### src/include/epa_defs.svh
/*
  Constants for the exception priority arbiter: vector table layout,
  fixed exception numbers, priority ranks and stack frame size.
  Assumes it is included by bare name after any package.
*/
// Behaviour
// - Vector table base fixed at address zero
// - Stack value, reset, NMI vectors at 0x00/04/08
// - Smaller priority value means more urgent
// - Only reset, fault, NMI priorities are fixed
// - Configurable priorities reset to zero
// - Four configurable levels, 0 to 192 step 64
// - Fixed negative priorities beat all configurable
// - Equal priority: lowest exception number first
// - Preempt handler only on strictly higher priority
// - Equal priority arrival only becomes pending
// - Normal return when nothing qualifies to chain
// - Normal return unstacks the saved context
// - Qualifying pending on completion: chain, no unstack
// - Higher arrival during stacking takes the vector fetch
// - Stacking continues unchanged on late arrival
// - After late handler, ordinary tail-chain decision
// - Take exception in thread mode or when outranking
// - Plain entry pushes eight-word frame
// - Late arrival keeps earlier pending status
`ifndef EPA_DEFS_SVH
`define EPA_DEFS_SVH

`define EPA_VT_BASE 32'h0000_0000
`define EPA_NUM_STACK_VALUE 32'h0000_0000
`define EPA_NUM_RESET 32'h0000_0001
`define EPA_NUM_NMI 32'h0000_0002
`define EPA_NUM_FAULT 32'h0000_0003
`define EPA_NUM_FIRST_IRQ 32'h0000_0010
`define EPA_RANK_RESET 3'h0
`define EPA_RANK_NMI 3'h1
`define EPA_RANK_FAULT 3'h2
`define EPA_RANK_CFG_BASE 3'h3
`define EPA_RANK_THREAD 3'h7
`define EPA_LEVEL_RESET 2'h0
`define EPA_LEVEL_MSB 7
`define EPA_LEVEL_LSB 6
`define EPA_FRAME_WORDS 4'h8

`endif

### src/include/epa_pkg.sv
/*
  Types shared by the exception priority arbiter modules.
  Assumes nothing of its surroundings.
*/
package epa_pkg;

  typedef logic [2:0] epa_rank_t;

  typedef enum logic [2:0] {
    ST_BOOT_STK = 3'b000,
    ST_BOOT_VEC = 3'b001,
    ST_RUN = 3'b010,
    ST_STACK = 3'b011,
    ST_VFETCH = 3'b100,
    ST_RETCHK = 3'b101,
    ST_UNSTACK = 3'b110
  } epa_state_e;

endpackage : epa_pkg

### src/hdl/epa_exception_arbiter.sv
/*
  Exception priority arbiter: pending/active flags, priority levels,
  boot vector fetch, entry with stacking, late arrival, tail-chaining
  and return. Assumes the core's stacking, unstacking and vector fetch
  paths answer with one-cycle acknowledge pulses on ref_clk.
*/
`timescale 1ns/100ps
`include "epa_defs.svh"

module epa_exception_arbiter #(
  parameter int NIRQ = 32,
  parameter int NUM_EXC = 16 + NIRQ,
  parameter int NW = $clog2(NUM_EXC)
) (
  input wire logic ref_clk,
  input wire logic resetn,
  input wire logic [NUM_EXC-1:0] exc_req,
  input wire logic prio_wr_en,
  input wire logic [NW-1:0] prio_wr_num,
  input wire logic [7:0] prio_wr_value,
  input wire logic primask,
  input wire logic exc_return,
  output logic vec_req,
  output logic [31:0] vec_addr,
  input wire logic vec_ack,
  input wire logic [31:0] vec_data,
  output logic stack_req,
  input wire logic stack_ack,
  output logic unstack_req,
  input wire logic unstack_done,
  output logic [31:0] initial_stack_value,
  output logic [31:0] handler_addr,
  output logic [NW-1:0] handler_num,
  output logic handler_start,
  output logic late_arrival,
  output logic tail_chain,
  output logic thread_mode,
  output logic [NUM_EXC-1:0] pending,
  output logic [NUM_EXC-1:0] active
);

  epa_pkg::epa_state_e state_q, state_d;
  logic [NUM_EXC-1:0] pending_q, pending_d;
  logic [NUM_EXC-1:0] active_q, active_d;
  logic [1:0] level_q [NUM_EXC];
  logic [1:0] level_d [NUM_EXC];
  logic [NW-1:0] entry_num_q, entry_num_d;
  logic [3:0] stk_cnt_q, stk_cnt_d;
  logic late_q, late_d;
  logic late_served_q, late_served_d;
  logic [31:0] vec_addr_q, vec_addr_d;
  logic [31:0] stk_init_q, stk_init_d;
  logic [31:0] hnd_addr_q, hnd_addr_d;
  logic [NW-1:0] hnd_num_q, hnd_num_d;
  logic hnd_start_q, hnd_start_d;
  logic late_pulse_q, late_pulse_d;
  logic tail_q, tail_d;

  logic [NUM_EXC*3-1:0] rank_flat;
  logic [NUM_EXC-1:0] eligible;
  logic win_valid;
  logic [NW-1:0] win_num;
  epa_pkg::epa_rank_t win_rank;
  logic cur_valid;
  logic [NW-1:0] cur_num;
  epa_pkg::epa_rank_t cur_rank_raw;
  epa_pkg::epa_rank_t cur_rank;
  epa_pkg::epa_rank_t entry_rank;

  // Fixed exceptions take negative-priority ranks above all levels
  function automatic epa_pkg::epa_rank_t rank_of(input int num, input logic [1:0] level);
    epa_pkg::epa_rank_t r;
    r = `EPA_RANK_CFG_BASE + {1'b0, level};
    if (num == `EPA_NUM_RESET)
      r = `EPA_RANK_RESET;
    else if (num == `EPA_NUM_NMI)
      r = `EPA_RANK_NMI;
    else if (num == `EPA_NUM_FAULT)
      r = `EPA_RANK_FAULT;
    return r;
  endfunction : rank_of

  // Only numbers other than the stack value and the fixed three accept a level
  function automatic logic is_configurable(input logic [NW-1:0] num);
    return (32'(num) != `EPA_NUM_RESET) && (32'(num) != `EPA_NUM_NMI) &&
      (32'(num) != `EPA_NUM_FAULT) && (32'(num) != `EPA_NUM_STACK_VALUE);
  endfunction : is_configurable

  // Vector address is the table base plus four bytes per number
  function automatic logic [31:0] vector_of(input logic [NW-1:0] num);
    return `EPA_VT_BASE + {{(30-NW){1'b0}}, num, 2'b00};
  endfunction : vector_of

  always_comb
  begin
    for (int i = 0; i < NUM_EXC; i++)
    begin
      rank_flat[i*3 +: 3] = rank_of(i, level_q[i]);
      // Mask holds off every configurable exception, leaves it pending
      eligible[i] = pending_q[i] && !(primask && rank_flat[i*3 +: 3] >= `EPA_RANK_CFG_BASE);
    end
  end

  epa_winner #(
    .NUM_EXC(NUM_EXC),
    .NW(NW)
  ) u_pend_win (
    .flags(eligible),
    .ranks(rank_flat),
    .win_valid(win_valid),
    .win_num(win_num),
    .win_rank(win_rank)
  );

  // Best active handler gives the current execution priority
  epa_winner #(
    .NUM_EXC(NUM_EXC),
    .NW(NW)
  ) u_act_win (
    .flags(active_q),
    .ranks(rank_flat),
    .win_valid(cur_valid),
    .win_num(cur_num),
    .win_rank(cur_rank_raw)
  );

  assign cur_rank = cur_valid ? cur_rank_raw : `EPA_RANK_THREAD;
  assign entry_rank = rank_flat[32'(entry_num_q)*3 +: 3];

  always_comb
  begin
    state_d = state_q;
    pending_d = pending_q;
    active_d = active_q;
    level_d = level_q;
    entry_num_d = entry_num_q;
    stk_cnt_d = stk_cnt_q;
    late_d = late_q;
    late_served_d = late_served_q;
    stk_init_d = stk_init_q;
    hnd_addr_d = hnd_addr_q;
    hnd_num_d = hnd_num_q;
    hnd_start_d = 1'b0;
    late_pulse_d = 1'b0;
    tail_d = 1'b0;

    if (prio_wr_en && is_configurable(prio_wr_num))
      level_d[prio_wr_num] = prio_wr_value[`EPA_LEVEL_MSB:`EPA_LEVEL_LSB];

    unique case (state_q)
      epa_pkg::ST_BOOT_STK:
      begin
        entry_num_d = NW'(`EPA_NUM_STACK_VALUE);
        if (vec_ack)
        begin
          stk_init_d = vec_data;
          entry_num_d = NW'(`EPA_NUM_RESET);
          state_d = epa_pkg::ST_BOOT_VEC;
        end
      end
      epa_pkg::ST_BOOT_VEC:
      begin
        if (vec_ack)
        begin
          hnd_addr_d = vec_data;
          hnd_num_d = NW'(`EPA_NUM_RESET);
          hnd_start_d = 1'b1;
          state_d = epa_pkg::ST_RUN;
        end
      end
      epa_pkg::ST_RUN:
      begin
        if (exc_return && cur_valid)
        begin
          // Retire the finishing handler, decide next cycle
          active_d[cur_num] = 1'b0;
          state_d = epa_pkg::ST_RETCHK;
        end
        else if (win_valid && win_rank < cur_rank)
        begin
          entry_num_d = win_num;
          stk_cnt_d = '0;
          late_d = 1'b0;
          state_d = epa_pkg::ST_STACK;
        end
      end
      epa_pkg::ST_STACK:
      begin
        // A more urgent arrival redirects the vector fetch only
        if (win_valid && win_rank < entry_rank)
        begin
          entry_num_d = win_num;
          late_d = 1'b1;
          late_pulse_d = 1'b1;
        end
        if (stack_ack)
        begin
          stk_cnt_d = stk_cnt_q + 4'h1;
          if (stk_cnt_q == `EPA_FRAME_WORDS - 4'h1)
            state_d = epa_pkg::ST_VFETCH;
        end
      end
      epa_pkg::ST_VFETCH:
      begin
        if (vec_ack)
        begin
          hnd_addr_d = vec_data;
          hnd_num_d = entry_num_q;
          hnd_start_d = 1'b1;
          pending_d[entry_num_q] = 1'b0;
          active_d[entry_num_q] = 1'b1;
          late_served_d = late_q;
          late_d = 1'b0;
          state_d = epa_pkg::ST_RUN;
        end
      end
      epa_pkg::ST_RETCHK:
      begin
        // Earlier exception of a late arrival is still pending here
        if (win_valid && win_rank < cur_rank)
        begin
          entry_num_d = win_num;
          tail_d = 1'b1;
          state_d = epa_pkg::ST_VFETCH;
        end
        else
        begin
          state_d = epa_pkg::ST_UNSTACK;
        end
        late_served_d = 1'b0;
      end
      epa_pkg::ST_UNSTACK:
      begin
        if (unstack_done)
        begin
          hnd_num_d = cur_num;
          state_d = epa_pkg::ST_RUN;
        end
      end
      default:
      begin
        state_d = epa_pkg::ST_RUN;
      end
    endcase

    // A request in the clearing cycle still leaves the flag set
    pending_d = pending_d | exc_req;
    pending_d[`EPA_NUM_STACK_VALUE] = 1'b0;
    vec_addr_d = vector_of(entry_num_d);
  end

  always_ff @(posedge ref_clk or negedge resetn)
  begin
    if (!resetn)
    begin
      state_q <= epa_pkg::ST_BOOT_STK;
      pending_q <= '0;
      active_q <= '0;
      for (int i = 0; i < NUM_EXC; i++)
        level_q[i] <= `EPA_LEVEL_RESET;
      entry_num_q <= '0;
      stk_cnt_q <= '0;
      late_q <= 1'b0;
      late_served_q <= 1'b0;
      vec_addr_q <= `EPA_VT_BASE;
      stk_init_q <= '0;
      hnd_addr_q <= '0;
      hnd_num_q <= '0;
      hnd_start_q <= 1'b0;
      late_pulse_q <= 1'b0;
      tail_q <= 1'b0;
    end
    else
    begin
      state_q <= state_d;
      pending_q <= pending_d;
      active_q <= active_d;
      level_q <= level_d;
      entry_num_q <= entry_num_d;
      stk_cnt_q <= stk_cnt_d;
      late_q <= late_d;
      late_served_q <= late_served_d;
      vec_addr_q <= vec_addr_d;
      stk_init_q <= stk_init_d;
      hnd_addr_q <= hnd_addr_d;
      hnd_num_q <= hnd_num_d;
      hnd_start_q <= hnd_start_d;
      late_pulse_q <= late_pulse_d;
      tail_q <= tail_d;
    end
  end

  assign vec_req = (state_q == epa_pkg::ST_BOOT_STK) || (state_q == epa_pkg::ST_BOOT_VEC) ||
    (state_q == epa_pkg::ST_VFETCH);
  assign stack_req = (state_q == epa_pkg::ST_STACK);
  assign unstack_req = (state_q == epa_pkg::ST_UNSTACK);
  assign vec_addr = vec_addr_q;
  assign initial_stack_value = stk_init_q;
  assign handler_addr = hnd_addr_q;
  assign handler_num = hnd_num_q;
  assign handler_start = hnd_start_q;
  assign late_arrival = late_pulse_q;
  assign tail_chain = tail_q;
  assign thread_mode = !cur_valid;
  assign pending = pending_q;
  assign active = active_q;

endmodule : epa_exception_arbiter

### src/hdl/epa_winner.sv
/*
  Selects the most urgent exception among a set of flagged ones.
  Assumes ranks arrive flattened, three bits per exception number.
*/
`timescale 1ns/100ps
`include "epa_defs.svh"

module epa_winner #(
  parameter int NUM_EXC = 48,
  parameter int NW = 6
) (
  input wire logic [NUM_EXC-1:0] flags,
  input wire logic [NUM_EXC*3-1:0] ranks,
  output logic win_valid,
  output logic [NW-1:0] win_num,
  output epa_pkg::epa_rank_t win_rank
);

  always_comb
  begin
    win_valid = 1'b0;
    win_num = '0;
    win_rank = `EPA_RANK_THREAD;
    for (int i = 0; i < NUM_EXC; i++)
    begin
      // Strict compare keeps the lower number on a tie
      if (flags[i] && (!win_valid || ranks[i*3 +: 3] < win_rank))
      begin
        win_valid = 1'b1;
        win_num = NW'(i);
        win_rank = ranks[i*3 +: 3];
      end
    end
  end

endmodule : epa_winner

### config.mk
export PLATFORM = sky130hd
export DESIGN_NAME = epa_exception_arbiter
export DESIGN_NICKNAME = d
export VERILOG_FILES = /design/src/include/epa_pkg.sv /design/src/hdl/epa_exception_arbiter.sv /design/src/hdl/epa_winner.sv
export VERILOG_INCLUDE_DIRS = /design/src /design/src/include
export SDC_FILE = /design/constraint.sdc
export NUM_CORES = 1
export LEC_CHECK = 0
export ABC_AREA = 1
export ABC_CLOCK_PERIOD_IN_PS = 90500
export BUFFER_PORTS_ARGS = -buffer_cell sky130_fd_sc_hd__buf_2
export CAP_MARGIN = 20
export CORE_MARGIN = 4
export CORE_UTILIZATION = 45
export DETAILED_ROUTE_END_ITERATION = 10
export GPL_ROUTABILITY_DRIVEN = 0
export SYNTH_ARGS = -nofsm -noshare
export SYNTH_HDL_FRONTEND = slang
export SYNTH_SLANG_ARGS = --single-unit
### constraint.sdc
create_clock -name ref_clk -period 90.5 [get_ports ref_clk]
set_input_delay 18.1 -clock ref_clk [delete_from_list [all_inputs] [get_ports ref_clk]]
set_output_delay 18.1 -clock ref_clk [all_outputs]
set_load 0.005 [all_outputs]
==> summary.md <==
| Metric | Value |
|---|---|
| Netlist cell types | `55` |
| Clk_lat worst skew | `570 ps` |
| Routed length per placed instance | `18.0 um` |
| Drt drc | `0` |
| Total Die Area | `0.0582 mm^2` |
| Number of max-cap violations | `0` |
| Finished layout cell area | `0.0278 mm^2` |
| Crit end category | `flop` |
| Worst min path class | `flop to flop` |
| Mapped Cells | `3603` |
| Final hold slack | `376 ps` |
| Slew of the pin with the lowest slew margin | `1240 ps` |
| Prevailing post-synth register cell | `dfrtp_1` |
| Top-level port count | `307` |
| Finished Layout Cells | `4607` |
| Run status | `complete, no violations` |
| Synthesis-to-layout area growth | `13.3%` |
| Die width | `241 um` |
| Asr flop ratio synth | `1.00` |
| Max Clock Skew | `20.6 ps` |
| Slowest stage cell on the critical path | `buf_2` |
| Setup Viol. Count Final | `0` |
| Clock transition at path regs | `60 ps` |
| Post-synth EDFFs | `0` |
| Fin crit period | `61240 ps` |
| Hold buffer count at CTS | `0` |
| Initial Util | `0.455` |
| Crit-path most repeated cell | `nand2_2` |
| Global route overflow | `0` |
| Root Buffer | `clkbuf_16` |
| Post_cts resized | `0` |
| Synthesized flop and latch total | `271` |
| Core Footprint | `0.0538 mm^2` |
| First-pass GRT wire length | `126 mm` |
| Num rows | `85` |
| Ys Warns | `0` |
| Final worst-path cycle share | `0.677` |
| Critical path launch point type | `input port` |
| CTS tree | `built` |
| Initial DRC count | `1796` |
| Detailed-route wire length | `82.9 mm` |
| Final TNS setup | `0 ps` |
| Layout cells sized above 1 | `0.178` |
| Largest net degree at the start of global routing | `82` |
| Die height | `241 um` |
| WS Path Type | `input port to flop` |
| Syn Std Cell Area | `0.0245 mm^2` |
| Initial antenna violation count | `4` |
| WP data required | `90960 ps` |
| RSZ-0062 raised after global routing | `false` |
| DP Area | `0.0266 mm^2` |
| Maximum clock rate | `16.3 MHz` |
| Crit-path max FO | `30` |
| Average size of a mapped cell | `6.80 um^2` |
| Number of setup buffers added after CTS | `0` |
| Port Buf Inserts | `272` |
| Final net count | `4253` |
| Slew Limit Headroom | `0.171` |
| Tot GR Track Use | `0.279` |
| Dpl cells | `4540` |
| Max incr delay on CP | `600 ps` |
| TritonCTS Buffers | `35` |
| Vias in the first global route | `22500` |
| Final ANT Viol Nets | `0` |
| Num Clock Sinks | `271` |
| Via count | `24000` |
| Clock buffer depth | `3` |
| CP arrival | `61700 ps` |
| Fin. Hold Viols | `0` |
| Drt first pass iters | `6` |
| Slew Viols, Final | `0` |
| Sequential element share of the synthesized area | `0.277` |
| # H-tree levels | `2` |
| Vias per cell | `5.21` |
| HPWL after DPL | `64.3 mm` |
## flip-flops by register name, indices dropped and copies added (netlist names), 3 cells and up
name	cells
entry_num_q	6
active	48
stk_cnt_q	4
handler_num	6
state_q	3
initial_stack_value	32
handler_addr	32
level_q	90
pending	47
## stage by stage
step,utilization,setup slack (ps)
finish,0.516,29260
global route,0.516,23690
floorplan,-,35030
global placement,0.493,28800
CTS,0.516,29160
detailed placement,0.493,28740
## synthesized netlist by cell type (all sizes together) (5+ instances only)
cell type | count | area [um^2]
a31oi | 43 | 269
ha | 270 | 3380
o2111ai | 6 | 52.6
o221ai | 7 | 61.3
a22oi | 6 | 50.1
nand2 | 1109 | 4930
dfrtp | 271 | 6780
clkbuf | 49 | 294
a21o | 6 | 45.0
buf | 36 | 244
o41ai | 6 | 52.6
nor4 | 10 | 62.6
clkinv | 6 | 22.5
nand4 | 16 | 100
or2 | 37 | 231
o21ai | 368 | 1840
nand3 | 212 | 1080
o21bai | 5 | 37.5
a221oi | 7 | 61.3
a21oi | 208 | 1060
nor2 | 279 | 1110
inv | 548 | 2060
o22ai | 50 | 313
nor3 | 28 | 183
## cell usage in the layout, fill, tap and decap left out, drive strengths merged, types with 3 or more instances in the layout
| cell | count |
|---|---|
| nand2 | 1109 |
| inv | 552 |
| o21ai | 368 |
| buf | 300 |
| nor2 | 279 |
| dfrtp | 271 |
| ha | 270 |
| nand3 | 212 |
| a21oi | 208 |
| o22ai | 50 |
| clkbuf | 47 |
| a31oi | 43 |
| or2 | 37 |
| nor3 | 28 |
| conb | 27 |
| nand4 | 16 |
| clkinv | 13 |
| nor4 | 10 |
| a221oi | 7 |
| o221ai | 7 |
| a21o | 6 |
| o2111ai | 6 |
| o41ai | 6 |
| a22oi | 6 |
| o21bai | 5 |
| diode | 4 |
| mux2 | 4 |
| bufinv | 3 |
## logic make-up after synthesis
logic type	synth area share
xor gates and xnor gates	0.000358
other	0.000153
muxes	0.00225
DFF	0.277
buffers and inverters	0.107
and+or+nand+nor	0.315
adders and majority gates	0.138
AOI/OAI and AO/OA	0.160
## path summary, 6_finish.rpt
path,start,to,slack (ps),depth (start not counted)
min in group asynchronous,resetn,initial_stack_value[1],17520,1
hold / removal,level_q[95],level_q[95],380,0
hold reg to reg,level_q[95],level_q[95],380,0
max in group asynchronous,resetn,level_q[50],70770,3
setup / recovery,primask,entry_num_q[3],29260,277
setup reg to reg,level_q[94],active[13],45500,296
## area by class of cell
cell class | instances | area, um^2
inverters | 554 | 2090
diodes | 4 | 10.0
fillers | 5757 | 26100
multi-input cells | 2719 | 15200
well taps | 696 | 871
flip-flops and latches | 271 | 6780
repair buffers | 300 | 1580
clock buffers | 47 | 991
clock inverters | 16 | 201
## critical path: cells and delay by family
kind / cells / cell delay [ps]
AND/OR/NAND/NOR: 140 / 11850
adder cells (fa/ha/maj): 44 / 13060
AO/OA/AOI/OAI: 87 / 17780
buffers and inverters: 6 / 940
## metal layers
layer	share of wire	vias to the layer above	routed length [um]	global-route usage
li1	-	12200	-	-
met5	0.00033	-	27	0
met4	0.039	4	3210	0.0989
met3	0.092	146	7670	0.0782
met2	0.44	771	36700	0.450
met1	0.43	10900	35300	0.361
Power is left out: the tool's default activity adds up to more than one toggle a clock period on the data nets, which glitch-free logic cannot reach.
